## src/pkg/usbsp_pkg.sv

```systemverilog
// Constants, types and helpers for the SPI port of the USB bridge.
// Assumes a 100 MHz core clock and pins that are synchronous to it.
package usbsp_pkg;

  localparam int CLK_KHZ        = 100000;
  localparam int SPI_MAX_KHZ    = 3000;
  localparam int SSEL_SETUP_NS  = 100;
  localparam int CLK_PERIOD_NS  = 1000000 / CLK_KHZ;

  // Least half period of the serial clock, rounded up
  localparam int SCLK_HALF_CYC  = (CLK_KHZ + 2 * SPI_MAX_KHZ - 1) / (2 * SPI_MAX_KHZ);
  // Least select-to-first-edge time, rounded up
  localparam int SSEL_SETUP_CYC = (SSEL_SETUP_NS + CLK_PERIOD_NS - 1) / CLK_PERIOD_NS;

  localparam int CNT_W = 5;
  localparam logic [CNT_W-1:0] HALF_LAST  = CNT_W'(SCLK_HALF_CYC - 1);
  localparam logic [CNT_W-1:0] SETUP_LAST = CNT_W'(SSEL_SETUP_CYC - 1);

  localparam int WORD_W = 16;
  localparam logic [4:0] WL_MIN   = 5'h04;
  localparam logic [4:0] WL_MAX   = 5'h10;
  localparam logic [4:0] WL_RESET = 5'h08;

  localparam logic MODE_MASTER = 1'b0;
  localparam logic MODE_SLAVE  = 1'b1;
  localparam logic WAKE_POL_RESET = 1'b1;
  localparam logic CPOL_RESET  = 1'b0;
  localparam logic CPHA_RESET  = 1'b0;

  typedef enum logic [3:0] {
    ST_IDLE  = 4'h1,
    ST_SETUP = 4'h2,
    ST_SHIFT = 4'h4,
    ST_END   = 4'h8
  } usbsp_state_t;

  // Word length held inside 4..16
  function automatic logic [4:0] usbsp_clamp_wl(input logic [4:0] wl);
    if (wl < WL_MIN) return WL_MIN;
    if (wl > WL_MAX) return WL_MAX;
    return wl;
  endfunction

  // Keeps the low wl bits of a word
  function automatic logic [WORD_W-1:0] usbsp_mask(input logic [WORD_W-1:0] d,
                                                  input logic [4:0]        wl);
    logic [WORD_W-1:0] m;
    m = '0;
    for (int i = 0; i < WORD_W; i++) begin
      if (i < int'(wl)) begin
        m[i] = 1'b1;
      end
    end
    return d & m;
  endfunction

endpackage

```

## src/rtl/usbsp_port_top.sv

```systemverilog
// SPI serial port of the USB bridge with its sideband pins.
// Assumes all pin inputs are synchronous to clk_in; pads resolve the enables.
// What this block does
// RULE_01 - Without stored configuration the port runs as SPI master, mode zero.
// RULE_02 - Select and clock are driven outputs as master, inputs as slave.
// RULE_03 - Master-out data line is driven as master, sampled as slave.
// RULE_04 - Master-in data line is sampled as master, driven as slave.
// RULE_05 - External master asserts select at least 100 ns before first clock edge.
// RULE_06 - Activity LED output shows SPI data being sent or received.
// RULE_07 - Suspend output is high while in low power, low after it ends.
// RULE_08 - Active wakeup input during suspend ends suspend.
// RULE_09 - Wakeup active level is chosen by stored configuration.
// RULE_10 - Power-control output tells whether the USB function is unconfigured or suspended.
// RULE_11 - Power-control low when configured and not suspended, high when unconfigured or suspended.
// RULE_12 - Chip reset is active low; a pulled-up input means no reset.
// RULE_13 - Every pin is released to high impedance while reset is asserted.
// RULE_14 - Serial clock at most 3 MHz; word length 4 to 16 bits.
`timescale 1ns/1ps
module usbsp_port_top (
  input  wire logic        clk_in,
  input  wire logic        rst_in,
  input  wire logic        chip_reset_n_in,
  input  wire logic        cfg_valid_in,
  input  wire logic        cfg_slave_mode_in,
  input  wire logic        cfg_wake_high_in,
  input  wire logic        cfg_cpol_in,
  input  wire logic        cfg_cpha_in,
  input  wire logic [4:0]  cfg_word_len_in,
  input  wire logic        tx_valid_in,
  input  wire logic [15:0] tx_data_in,
  output logic             tx_ready_out,
  output logic             rx_valid_out,
  output logic [15:0]      rx_data_out,
  input  wire logic        spi_ssel_n_in,
  output logic             spi_ssel_n_out,
  output logic             spi_ssel_n_oe_out,
  input  wire logic        spi_sclk_in,
  output logic             spi_sclk_out,
  output logic             spi_sclk_oe_out,
  input  wire logic        spi_mosi_in,
  output logic             spi_mosi_out,
  output logic             spi_mosi_oe_out,
  input  wire logic        spi_miso_in,
  output logic             spi_miso_out,
  output logic             spi_miso_oe_out,
  input  wire logic        usb_configured_in,
  input  wire logic        usb_suspend_in,
  input  wire logic        wakeup_in,
  output logic             wake_event_out,
  output logic             transfer_activity_led_out,
  output logic             suspend_out,
  output logic             power_gate_out,
  output logic             side_pins_oe_out
);

  // Core reset; an open chip reset pin is pulled up and so inactive
  logic rst_any;
  assign rst_any = rst_in || !chip_reset_n_in;  // [RULE_12]

  // Stored configuration
  logic        mode_reg;
  logic        wake_pol_reg;
  logic        cpol_reg;
  logic        cpha_reg;
  logic [4:0]  wl_reg;

  // Transfer state
  usbsp_pkg::usbsp_state_t state_reg;
  usbsp_pkg::usbsp_state_t state_next;
  logic [usbsp_pkg::CNT_W-1:0] setup_cnt_reg;
  logic [4:0]  k_reg;
  logic [15:0] tx_sh_reg;
  logic [15:0] rx_sh_reg;
  logic [15:0] tx_hold_reg;
  logic        tx_full_reg;
  logic        sclk_reg;
  logic        sclk_prev_reg;
  logic        ssel_prev_reg;
  logic [15:0] rx_data_reg;
  logic        rx_valid_reg;
  logic        led_reg;

  // Sideband state
  logic        suspend_reg;
  logic        usb_susp_prev_reg;
  logic        wake_ev_reg;

  // Decode
  logic        is_master;
  logic        is_slave;
  logic        slave_sel;
  logic        slave_start;
  logic        tick;
  logic        edge_ev;
  logic        cap_ev;
  logic        drv_ev;
  logic        last_ev;
  logic        din;
  logic        dout;
  logic        port_idle;
  logic        master_go;
  logic        load_ev;
  logic        wake_hit;
  logic        susp_enter;
  logic [4:0]  last_k;
  logic [15:0] rx_word;
  logic [15:0] load_word;

  assign is_master   = (mode_reg == usbsp_pkg::MODE_MASTER);
  assign is_slave    = (mode_reg == usbsp_pkg::MODE_SLAVE);
  assign slave_sel   = is_slave && !spi_ssel_n_in;
  // Slave relies on the far master's select-to-clock setup time
  assign slave_start = slave_sel && ssel_prev_reg;  // [RULE_05]
  assign port_idle   = (state_reg == usbsp_pkg::ST_IDLE) && !slave_sel;
  assign master_go   = is_master && tx_full_reg && !suspend_reg
                       && (state_reg == usbsp_pkg::ST_IDLE);

  usbsp_sclk_gen u_sclk_gen (
    .clk_in   (clk_in),
    .rst_in   (rst_any),
    .run_in   (state_reg == usbsp_pkg::ST_SHIFT),
    .tick_out (tick)
  );  // [RULE_14]

  // One edge per half period as master, per sampled clock change as slave
  assign edge_ev = is_master ? ((state_reg == usbsp_pkg::ST_SHIFT) && tick)
                             : (slave_sel && !slave_start && (spi_sclk_in != sclk_prev_reg));
  assign last_k  = 5'((wl_reg << 1) - 5'h01);
  assign cap_ev  = edge_ev && (k_reg[0] == cpha_reg);
  assign drv_ev  = edge_ev && (k_reg[0] != cpha_reg) && (k_reg != 5'h00);
  assign last_ev = edge_ev && (k_reg == last_k);

  assign din  = is_master ? spi_miso_in : spi_mosi_in;  // [RULE_03] [RULE_04]
  assign dout = tx_sh_reg[4'(wl_reg - 5'h01)];
  assign rx_word = usbsp_pkg::usbsp_mask(cap_ev ? {rx_sh_reg[14:0], din} : rx_sh_reg,
                                         wl_reg);
  // Slave underrun sends zeros rather than stale data
  assign load_word = tx_full_reg ? tx_hold_reg : 16'h0000;
  assign load_ev   = master_go || (is_slave && (slave_start || (slave_sel && last_ev)));

  assign tx_ready_out = !tx_full_reg && !rst_any;

  // Master sequencing
  always_comb begin
    state_next = state_reg;
    unique case (state_reg)
      usbsp_pkg::ST_IDLE: begin
        if (master_go) begin
          state_next = usbsp_pkg::ST_SETUP;
        end
      end
      usbsp_pkg::ST_SETUP: begin
        // Select leads the first clock edge by the setup time we ask of others plus a half period
        if (setup_cnt_reg == usbsp_pkg::SETUP_LAST) begin
          state_next = usbsp_pkg::ST_SHIFT;
        end
      end
      usbsp_pkg::ST_SHIFT: begin
        if (last_ev) begin
          state_next = usbsp_pkg::ST_END;
        end
      end
      usbsp_pkg::ST_END: begin
        if (setup_cnt_reg == usbsp_pkg::SETUP_LAST) begin
          state_next = usbsp_pkg::ST_IDLE;
        end
      end
    endcase
  end

  // Configuration; mode only changes while the port is quiet
  always_ff @(posedge clk_in) begin
    if (rst_any) begin
      mode_reg     <= usbsp_pkg::MODE_MASTER;  // [RULE_01]
      wake_pol_reg <= usbsp_pkg::WAKE_POL_RESET;
      cpol_reg     <= usbsp_pkg::CPOL_RESET;
      cpha_reg     <= usbsp_pkg::CPHA_RESET;
      wl_reg       <= usbsp_pkg::WL_RESET;
    end else if (cfg_valid_in && port_idle) begin
      mode_reg     <= cfg_slave_mode_in;
      wake_pol_reg <= cfg_wake_high_in;  // [RULE_09]
      cpol_reg     <= cfg_cpol_in;
      cpha_reg     <= cfg_cpha_in;
      wl_reg       <= usbsp_pkg::usbsp_clamp_wl(cfg_word_len_in);  // [RULE_14]
    end
  end

  always_ff @(posedge clk_in) begin
    if (rst_any) begin
      state_reg     <= usbsp_pkg::ST_IDLE;
      setup_cnt_reg <= '0;
    end else begin
      state_reg     <= state_next;
      setup_cnt_reg <= (state_next != state_reg) ? '0 : setup_cnt_reg + 1'b1;
    end
  end

  // Holding register for the next word
  always_ff @(posedge clk_in) begin
    if (rst_any) begin
      tx_full_reg <= 1'b0;
      tx_hold_reg <= 16'h0000;
    end else if (tx_valid_in && tx_ready_out) begin
      tx_full_reg <= 1'b1;
      tx_hold_reg <= tx_data_in;
    end else if (load_ev) begin
      tx_full_reg <= 1'b0;
    end
  end

  // Shift engine shared by both modes, MSB first
  always_ff @(posedge clk_in) begin
    if (rst_any) begin
      tx_sh_reg <= 16'h0000;
      rx_sh_reg <= 16'h0000;
      k_reg     <= 5'h00;
    end else if (load_ev) begin
      tx_sh_reg <= load_word;
      rx_sh_reg <= 16'h0000;
      k_reg     <= 5'h00;
    end else if (is_slave && !slave_sel) begin
      k_reg     <= 5'h00;
    end else if (edge_ev) begin
      k_reg     <= last_ev ? 5'h00 : k_reg + 5'h01;
      if (cap_ev) begin
        rx_sh_reg <= {rx_sh_reg[14:0], din};
      end
      if (drv_ev) begin
        tx_sh_reg <= {tx_sh_reg[14:0], 1'b0};
      end
    end
  end

  always_ff @(posedge clk_in) begin
    if (rst_any) begin
      rx_valid_reg <= 1'b0;
      rx_data_reg  <= 16'h0000;
    end else begin
      rx_valid_reg <= last_ev;
      if (last_ev) begin
        rx_data_reg <= rx_word;
      end
    end
  end

  // Master clock idles at the chosen polarity
  always_ff @(posedge clk_in) begin
    if (rst_any) begin
      sclk_reg <= usbsp_pkg::CPOL_RESET;
    end else if ((state_reg == usbsp_pkg::ST_SHIFT) && tick) begin
      sclk_reg <= !sclk_reg;
    end else if (state_reg != usbsp_pkg::ST_SHIFT) begin
      sclk_reg <= cpol_reg;
    end
  end

  always_ff @(posedge clk_in) begin
    if (rst_any) begin
      sclk_prev_reg <= 1'b0;
      ssel_prev_reg <= 1'b1;
    end else begin
      sclk_prev_reg <= spi_sclk_in;
      ssel_prev_reg <= spi_ssel_n_in;
    end
  end

  // Lit while a word is in flight in either mode
  always_ff @(posedge clk_in) begin
    if (rst_any) begin
      led_reg <= 1'b0;
    end else begin
      led_reg <= (state_reg != usbsp_pkg::ST_IDLE) || slave_sel;  // [RULE_06]
    end
  end

  // Suspend: entered on the USB engine's request, left by wakeup or resume
  assign wake_hit   = suspend_reg && (wakeup_in == wake_pol_reg);  // [RULE_08] [RULE_09]
  assign susp_enter = usb_suspend_in && !usb_susp_prev_reg;

  always_ff @(posedge clk_in) begin
    if (rst_any) begin
      suspend_reg       <= 1'b0;
      usb_susp_prev_reg <= 1'b0;
      wake_ev_reg       <= 1'b0;
    end else begin
      usb_susp_prev_reg <= usb_suspend_in;
      wake_ev_reg       <= wake_hit;
      // Wake beats a fresh entry so a held wakeup is never swallowed
      if (wake_hit || !usb_suspend_in) begin
        suspend_reg <= 1'b0;  // [RULE_07] [RULE_08]
      end else if (susp_enter) begin
        suspend_reg <= 1'b1;  // [RULE_07]
      end
    end
  end

  // Pin directions follow the mode; all released while in reset
  assign spi_ssel_n_oe_out = !rst_any && is_master;  // [RULE_02] [RULE_13]
  assign spi_sclk_oe_out   = !rst_any && is_master;  // [RULE_02] [RULE_13]
  assign spi_mosi_oe_out   = !rst_any && is_master;  // [RULE_03] [RULE_13]
  assign spi_miso_oe_out   = !rst_any && is_slave;   // [RULE_04] [RULE_13]
  assign side_pins_oe_out  = !rst_any;               // [RULE_13]

  assign spi_ssel_n_out = (state_reg == usbsp_pkg::ST_IDLE);  // [RULE_02]
  assign spi_sclk_out   = sclk_reg;                            // [RULE_02]
  assign spi_mosi_out   = dout;                                // [RULE_03]
  assign spi_miso_out   = dout;                                // [RULE_04]

  assign rx_valid_out   = rx_valid_reg;
  assign rx_data_out    = rx_data_reg;
  assign wake_event_out = wake_ev_reg;
  assign transfer_activity_led_out = led_reg;
  assign suspend_out    = suspend_reg;  // [RULE_07]
  // Gate power off unless configured and awake
  assign power_gate_out = !usb_configured_in || suspend_reg;  // [RULE_10] [RULE_11]

endmodule

```

## src/rtl/usbsp_sclk_gen.sv

```systemverilog
// Half-period tick generator for the master serial clock.
// Assumes run_in stays high for the whole shifting phase.
`timescale 1ns/1ps
module usbsp_sclk_gen (
  input  wire logic clk_in,
  input  wire logic rst_in,
  input  wire logic run_in,
  output logic      tick_out
);

  logic [usbsp_pkg::CNT_W-1:0] cnt_reg;
  logic [usbsp_pkg::CNT_W-1:0] cnt_next;
  logic                        at_end;

  assign at_end   = (cnt_reg == usbsp_pkg::HALF_LAST);
  assign cnt_next = (!run_in || at_end) ? '0 : cnt_reg + 1'b1;
  // Never faster than the 3 MHz ceiling
  assign tick_out = run_in && at_end;

  always_ff @(posedge clk_in) begin
    if (rst_in) begin
      cnt_reg <= '0;
    end else begin
      cnt_reg <= cnt_next;
    end
  end

endmodule

```

## config.mk

```make
export PLATFORM = sky130hd
export DESIGN_NAME = usbsp_port_top
export DESIGN_NICKNAME = d
export VERILOG_FILES = /design/src/pkg/usbsp_pkg.sv /design/src/rtl/usbsp_port_top.sv /design/src/rtl/usbsp_sclk_gen.sv
export SDC_FILE = /design/constraint.sdc
export NUM_CORES = 1
export LEC_CHECK = 0
export BUFFER_PORTS_ARGS = -buffer_cell sky130_fd_sc_hd__buf_2
export CORE_UTILIZATION = 42
export CTS_CLUSTER_DIAMETER = 50
export DETAILED_ROUTE_END_ITERATION = 10
export SYNTH_ARGS = -nofsm -noshare
export SYNTH_HDL_FRONTEND = slang
export SYNTH_SLANG_ARGS = --single-unit
```

## constraint.sdc

```tcl
create_clock -name clk_in -period 2.7 [get_ports clk_in]
set_input_delay 0.27 -clock clk_in [delete_from_list [all_inputs] [get_ports clk_in]]
set_output_delay 0.27 -clock clk_in [all_outputs]
set_load 0.005 [all_outputs]
```

==> results of run 1 <==
[metrics by stage]
step,total power [mW],setup slack [ns],instance area [sq um],utilization (%)
finish,2.60,0.236,5000,50.5
global route,2.72,0.0968,5000,50.5
CTS,2.63,0.204,5000,50.5
detailed placement,1.74,0.451,4820,48.6
global placement,1.74,0.468,4820,48.6
floorplan,1.67,0.238,4350,-
[power by group through the flow]
stage                     clock [mW]  combinational, mW  sequential (mW)
after global routing           0.990              0.202             1.53
after detailed placement           0              0.181             1.56
after floorplan                    0              0.114             1.55
final                          0.894              0.180             1.52
after CTS                      0.927              0.182             1.52
after global placement             0              0.178             1.56
[logic make-up (layout without fill, tap and decap cells)]
logic type,after synthesis,in the layout
xor gates and xnor gates,20,20
and+or+nand+nor,154,154
DFF,101,101
adders and majority gates,7,7
AOI/OAI and AO/OA,86,86
muxes,38,38
buffers and inverters,59,127
[critical path, stage by stage (launching register included)]
cell,delay (ns)
dfxtp_1,0.32
buf_4,0.19
nor3_1,0.27
buf_4,0.18
xnor2_1,0.16
mux4_2,0.57
buf_2,0.15
[layout make-up]
cell class	count	area share (%)
timing repair buffer	84	9.51
clock inverter	7	1.20
tap	133	3.33
multi-input combinational	305	41.0
inverter	27	2.03
sequential	101	40.4
clock buffer	9	2.48
[routing by layer]
layer	GRT usage (%)	vias up
li1	-	1743
met4	4.69	0
met1	23.7	1605
met5	0	-
met3	4.91	9
met2	29.5	68
[layout by cell type, fill, tap and decap left out, types with 5 or more instances in the layout]
cell       instances
o22ai_1           16
dfxtp_1          101
o21ai_0           21
nor2_1            48
buf_4             16
clkbuf_8           9
mux2i_1           32
nand2_1           60
inv_1             25
nand3_1           11
o2bb2ai_1          7
o32ai_1            9
xor2_1            11
nand4_1            5
buf_2             67
a21oi_1           12
ha_1               7
xnor2_1            7
mux4_2             5
[worst paths after layout]
kind                        start               to  slack, ns  cells after the start
setup / recovery        wl_reg[0]     spi_mosi_out       0.24                      6
hold / removal      tx_data_in[4]   tx_hold_reg[4]        0.1                      3
setup reg to reg     state_reg[3]     tx_sh_reg[7]       0.42                      6
hold reg to reg   rx_data_out[10]  rx_data_out[10]       0.46                      2
==> flow_summary.json, run 1 <==
{
  "totalWireLength_microns": 9330,
  "firstDrtPassIters": 5,
  "p_int_mw": 1.93,
  "power_switching_mw": 0.664,
  "place_congestion": 0.775,
  "maxCapViolations": 0,
  "sw_frac_of_total_pct": 25.6,
  "clkTransAtPathRegs_ns": 0.09,
  "yosysSeqAreaShare_pct": 46.4,
  "synthAdderAreaFrac_pct": 2.01,
  "setup_violations": 0,
  "hold_path_class": "in -> reg",
  "cts_setup_buffers": 0,
  "yosys-top-cells-area": "dfxtp_1 46%, mux2i_1 7.4%, nand2_1 5.2%, nor2_1 4.1%, mux4_2 2.6%",
  "async_reset_ff_share_pct": 0,
  "drc_errors": 0,
  "rsz0062_at_grt": "false",
  "synth_area_sq_um": 4350,
  "antenna_cells": 0,
  "grt_first_pass_wirelength_microns": 15900,
  "synth_cells": 465,
  "cts.sink_count": 101,
  "syn2layout_area_growth_pct": 14.9,
  "cp-start-kind": "flip-flop",
  "tns_ns": 0,
  "synth-compound-area-share_pct": 13.4,
  "pwr-share-clk_pct": 34.4,
  "clock_latency_ns": 0.36,
  "cts_tree": "built",
  "cts_hold_buf": 0,
  "die_h_microns": 104,
  "outcome": "finished, final reports clean",
  "via_per_inst": 5.14,
  "cts_buffer_depth": 2,
  "synthSimpleGateAreaFrac_pct": 16.9,
  "multiInputGateArea_sq_um": 2050,
  "synth.net_count": 509,
  "fp.dieW_microns": 104,
  "p_leak_nw": 2.14,
  "tightest_slew_ns": 0.447,
  "yosysMostFrequentCell": "dfxtp_1",
  "synth_edf_count": 0,
  "grt_pass1_vias": 3304,
  "wl_met1_microns": 4570,
  "pin_count": 68,
  "antenna_found_initial": 0,
  "htreeDepth": 3,
  "drt_iter0_markers": 139,
  "numCtsBuffers": 9,
  "path_max_fanout": 12,
  "synth_cell_types": 60,
  "cts_resized": 0,
  "vdd_drop_max_mv": 0.268,
  "critPathCaptureType": "output pin",
  "synth_commonest_cells": "101 x dfxtp_1, 60 x nand2_1, 48 x nor2_1",
  "initial_core_util_pct": 43.9,
  "period_share_pct": 91.3,
  "cts-root-buf": "clkbuf_8",
  "finClkSkew_ns": 0.00720,
  "cp.arrival_ns": 2.19,
  "io_buffers": 67,
  "dieArea_sq_um": 10800,
  "seqCellArea_sq_um": 2020,
  "avgSynthCellArea_sq_um": 9.36,
  "drt.antenna.violating_nets": 0,
  "synth_flop_cell": "dfxtp_1",
  "grtUsageTotal_pct": 18.1,
  "slew_viol_final": 0,
  "crit_type": "reg -> out",
  "synth_xor_area_share_pct": 4.66,
  "fin_crit_ns": 2.46,
  "max_slew_margin_pct": 70.0,
  "final.fill_count": 953,
  "finalNonFillerCells": 666,
  "ys.warnings.count": 0,
  "dp_hpwl_microns": 6730,
  "synth_top_area_share_pct": 46.4,
  "ys_ff_latch": 101,
  "synth_mux_area_share_pct": 10.2,
  "whs_ns": 0.0999,
  "hold_viol": 0,
  "seq_power_share_pct": 58.7,
  "yosysTopAreaCell": "dfxtp_1",
  "row_count": 36,
  "pwr-share-comb_pct": 6.9,
  "cp.required_ns": 2.43,
  "layout-drive-gt1-share_pct": 21.6,
  "nNetsFinal": 572,
  "vias": 3425,
  "core_area_sq_um": 9910,
  "dp.cells": 650,
  "synth_top_family_by_area": "simple AND/OR/NAND/NOR gates",
  "power_density_nw_per_um2": 520,
  "wl_met2_microns": 4290,
  "routedWlPerCell_microns": 14.0,
  "grt_max_degree": 34,
  "fmax_mhz": 406,
  "wl_met3_microns": 381,
  "routed.top_layer": "met4",
  "overflow": 0
}
No activity file was read; power rests on OpenSTA's default activity.
==> inputs of run 2 (changes only) <==
REMOVE_ABC_BUFFERS = 1   (was unset)
==> run 2 against run 1 <==
Design area increased by 0.53%. Sequential cell count unchanged. Sequential share of layout area decreased by 0.21 points. Cell count increased by 0.15%. Clock power increased by 7.9%. Register-to-register slack got worse by 0.03 ns. First-iteration DRC count decreased by 32%. Clock skew increased by 0.00086 ns. Maximum frequency increased by 0.19%. Via count increased by 0.12%.
==> flow_summary.json, run 2 (synthesized netlist as in run 1, its figures left out) <==
{
  "final_cell_mix": "101 x dfxtp_1, 67 x buf_2, 60 x nand2_1, 48 x nor2_1, 32 x mux2i_1",
  "fin_crit_ns": 2.46,
  "place_congestion": 0.798,
  "pre_cts_slack_ns": 0.410,
  "io_buffers": 67,
  "clkTransAtPathRegs_ns": 0.10,
  "nNetsFinal": 574,
  "cts_tree": "built",
  "vdd_drop_max_mv": 0.243,
  "fp.dieW_microns": 104,
  "setup_violations": 0,
  "drc_errors": 0,
  "grtUsageTotal_pct": 17.7,
  "syn2layout_area_growth_pct": 15.5,
  "vias": 3429,
  "mostFrequentLayoutCell": "dfxtp_1",
  "cts-root-buf": "clkbuf_8",
  "outcome": "finished, final reports clean",
  "core_area_sq_um": 9910,
  "path_max_fanout": 3,
  "hold_path_class": "in -> reg",
  "hold_viol": 0,
  "seqCellArea_sq_um": 2020,
  "cts_resized": 0,
  "drt_iter0_markers": 94,
  "die_h_microns": 104,
  "whs_ns": 0.0967,
  "max_slew_margin_pct": 72.4,
  "cts_hold_buf": 0,
  "cts_buffer_depth": 2,
  "cp.arrival_ns": 2.19,
  "rsz0062_at_grt": "false",
  "cts.sink_count": 101,
  "firstDrtPassIters": 4,
  "dieArea_sq_um": 10800,
  "reg2regPathDepth": 8,
  "r2r_end": "k_reg[0]",
  "numCtsBuffers": 9,
  "initial_core_util_pct": 43.9,
  "multiInputGateArea_sq_um": 2050,
  "routedWlPerCell_microns": 13.8,
  "clock_latency_ns": 0.36,
  "cp-start-kind": "flip-flop",
  "reg2reg_from": "u_sclk_gen.cnt_reg[0]",
  "antenna_cells": 0,
  "pin_count": 68,
  "grt_max_degree": 36,
  "overflow": 0,
  "grt_pass1_vias": 3311,
  "cp.required_ns": 2.43,
  "fmax_mhz": 407,
  "layout-drive-gt1-share_pct": 21.7,
  "slew_viol_final": 0,
  "power_density_nw_per_um2": 531,
  "r2r_setup_slack_ns": 0.39,
  "period_share_pct": 91.1,
  "layout_setup_ws_ns": 0.241,
  "via_per_inst": 5.14,
  "finalNonFillerCells": 667,
  "critPathCaptureType": "output pin",
  "finClkSkew_ns": 0.00806,
  "maxCapViolations": 0,
  "tightest_slew_ns": 0.414,
  "htreeDepth": 3,
  "crit_type": "reg -> out",
  "antenna_found_initial": 0,
  "cts_setup_buffers": 0,
  "totalWireLength_microns": 9180,
  "dp_hpwl_microns": 6530,
  "drt.antenna.violating_nets": 0,
  "cp-endpoint": "spi_mosi_out",
  "final.fill_count": 988,
  "grt_first_pass_wirelength_microns": 15600,
  "dp.cells": 652,
  "critPathLaunch": "wl_reg[0]",
  "row_count": 36,
  "tns_ns": 0,
  "p_leak_nw": 2.15
}
run 2: changes by cell type in the layout (fill, tap and decap cells not counted), sizes merged:
cell	change
inv	+1
bufinv	+1
buf	+2
clkinv	-3
run 2: routing by layer:
layer	wire, microns	up-vias	GRT usage [%]
li1	-	1741	-
met1	4420	1614	23.0
met2	4300	65	29.2
met3	345	9	3.59
met4	107	0	6.02
met5	0	-	0
run 2: area by class of cell:
class                           instances  area share, %
Clock buffer                            9           2.46
Clock inverter                          6           1.42
Inverter                               27           2.02
Multi-Input combinational cell        305           40.8
Sequential cell                       101           40.2
Tap cell                              133           3.31
Timing Repair Buffer                   86           9.76
run 2: stage by stage:
stage	cell area (sq um)	power [mW]	utilization, %
5_1_grt	5030	2.77	50.7
3_3_place_gp	4830	1.74	48.8
4_1_cts	5030	2.70	50.7
2_1_floorplan	4180	1.65	-
6_report	5030	2.67	50.7
3_5_place_dp	4830	1.74	48.8
run 2: report_power, final:
part	leakage [nW]	internal (mW)	switching [mW]	total (mW)
Combinational	1.24	0.0766	0.104	0.181
Sequential	0.817	1.51	0.0143	1.52
Clock	0.0927	0.433	0.531	0.965
run 2: critical path: stages (launching register included):
cell and delay, ns:
dfxtp_1 0.36, inv_1 0.05, ha_1 0.34, buf_4 0.16, mux4_2 0.27, mux4_2 0.51, buf_2 0.15
run 2: worst min path at each step:
stage	startpoint	depth (start not counted)	end
after detailed placement	rx_data_out[6]	1	rx_data_out[6]
final	tx_data_in[8]	3	tx_hold_reg[8]
after global routing	tx_data_in[7]	3	tx_hold_reg[7]
after CTS	tx_data_in[0]	3	tx_hold_reg[0]
after global placement	rx_data_out[15]	1	rx_data_out[15]
after floorplan	spi_ssel_n_in	1	k_reg[1]
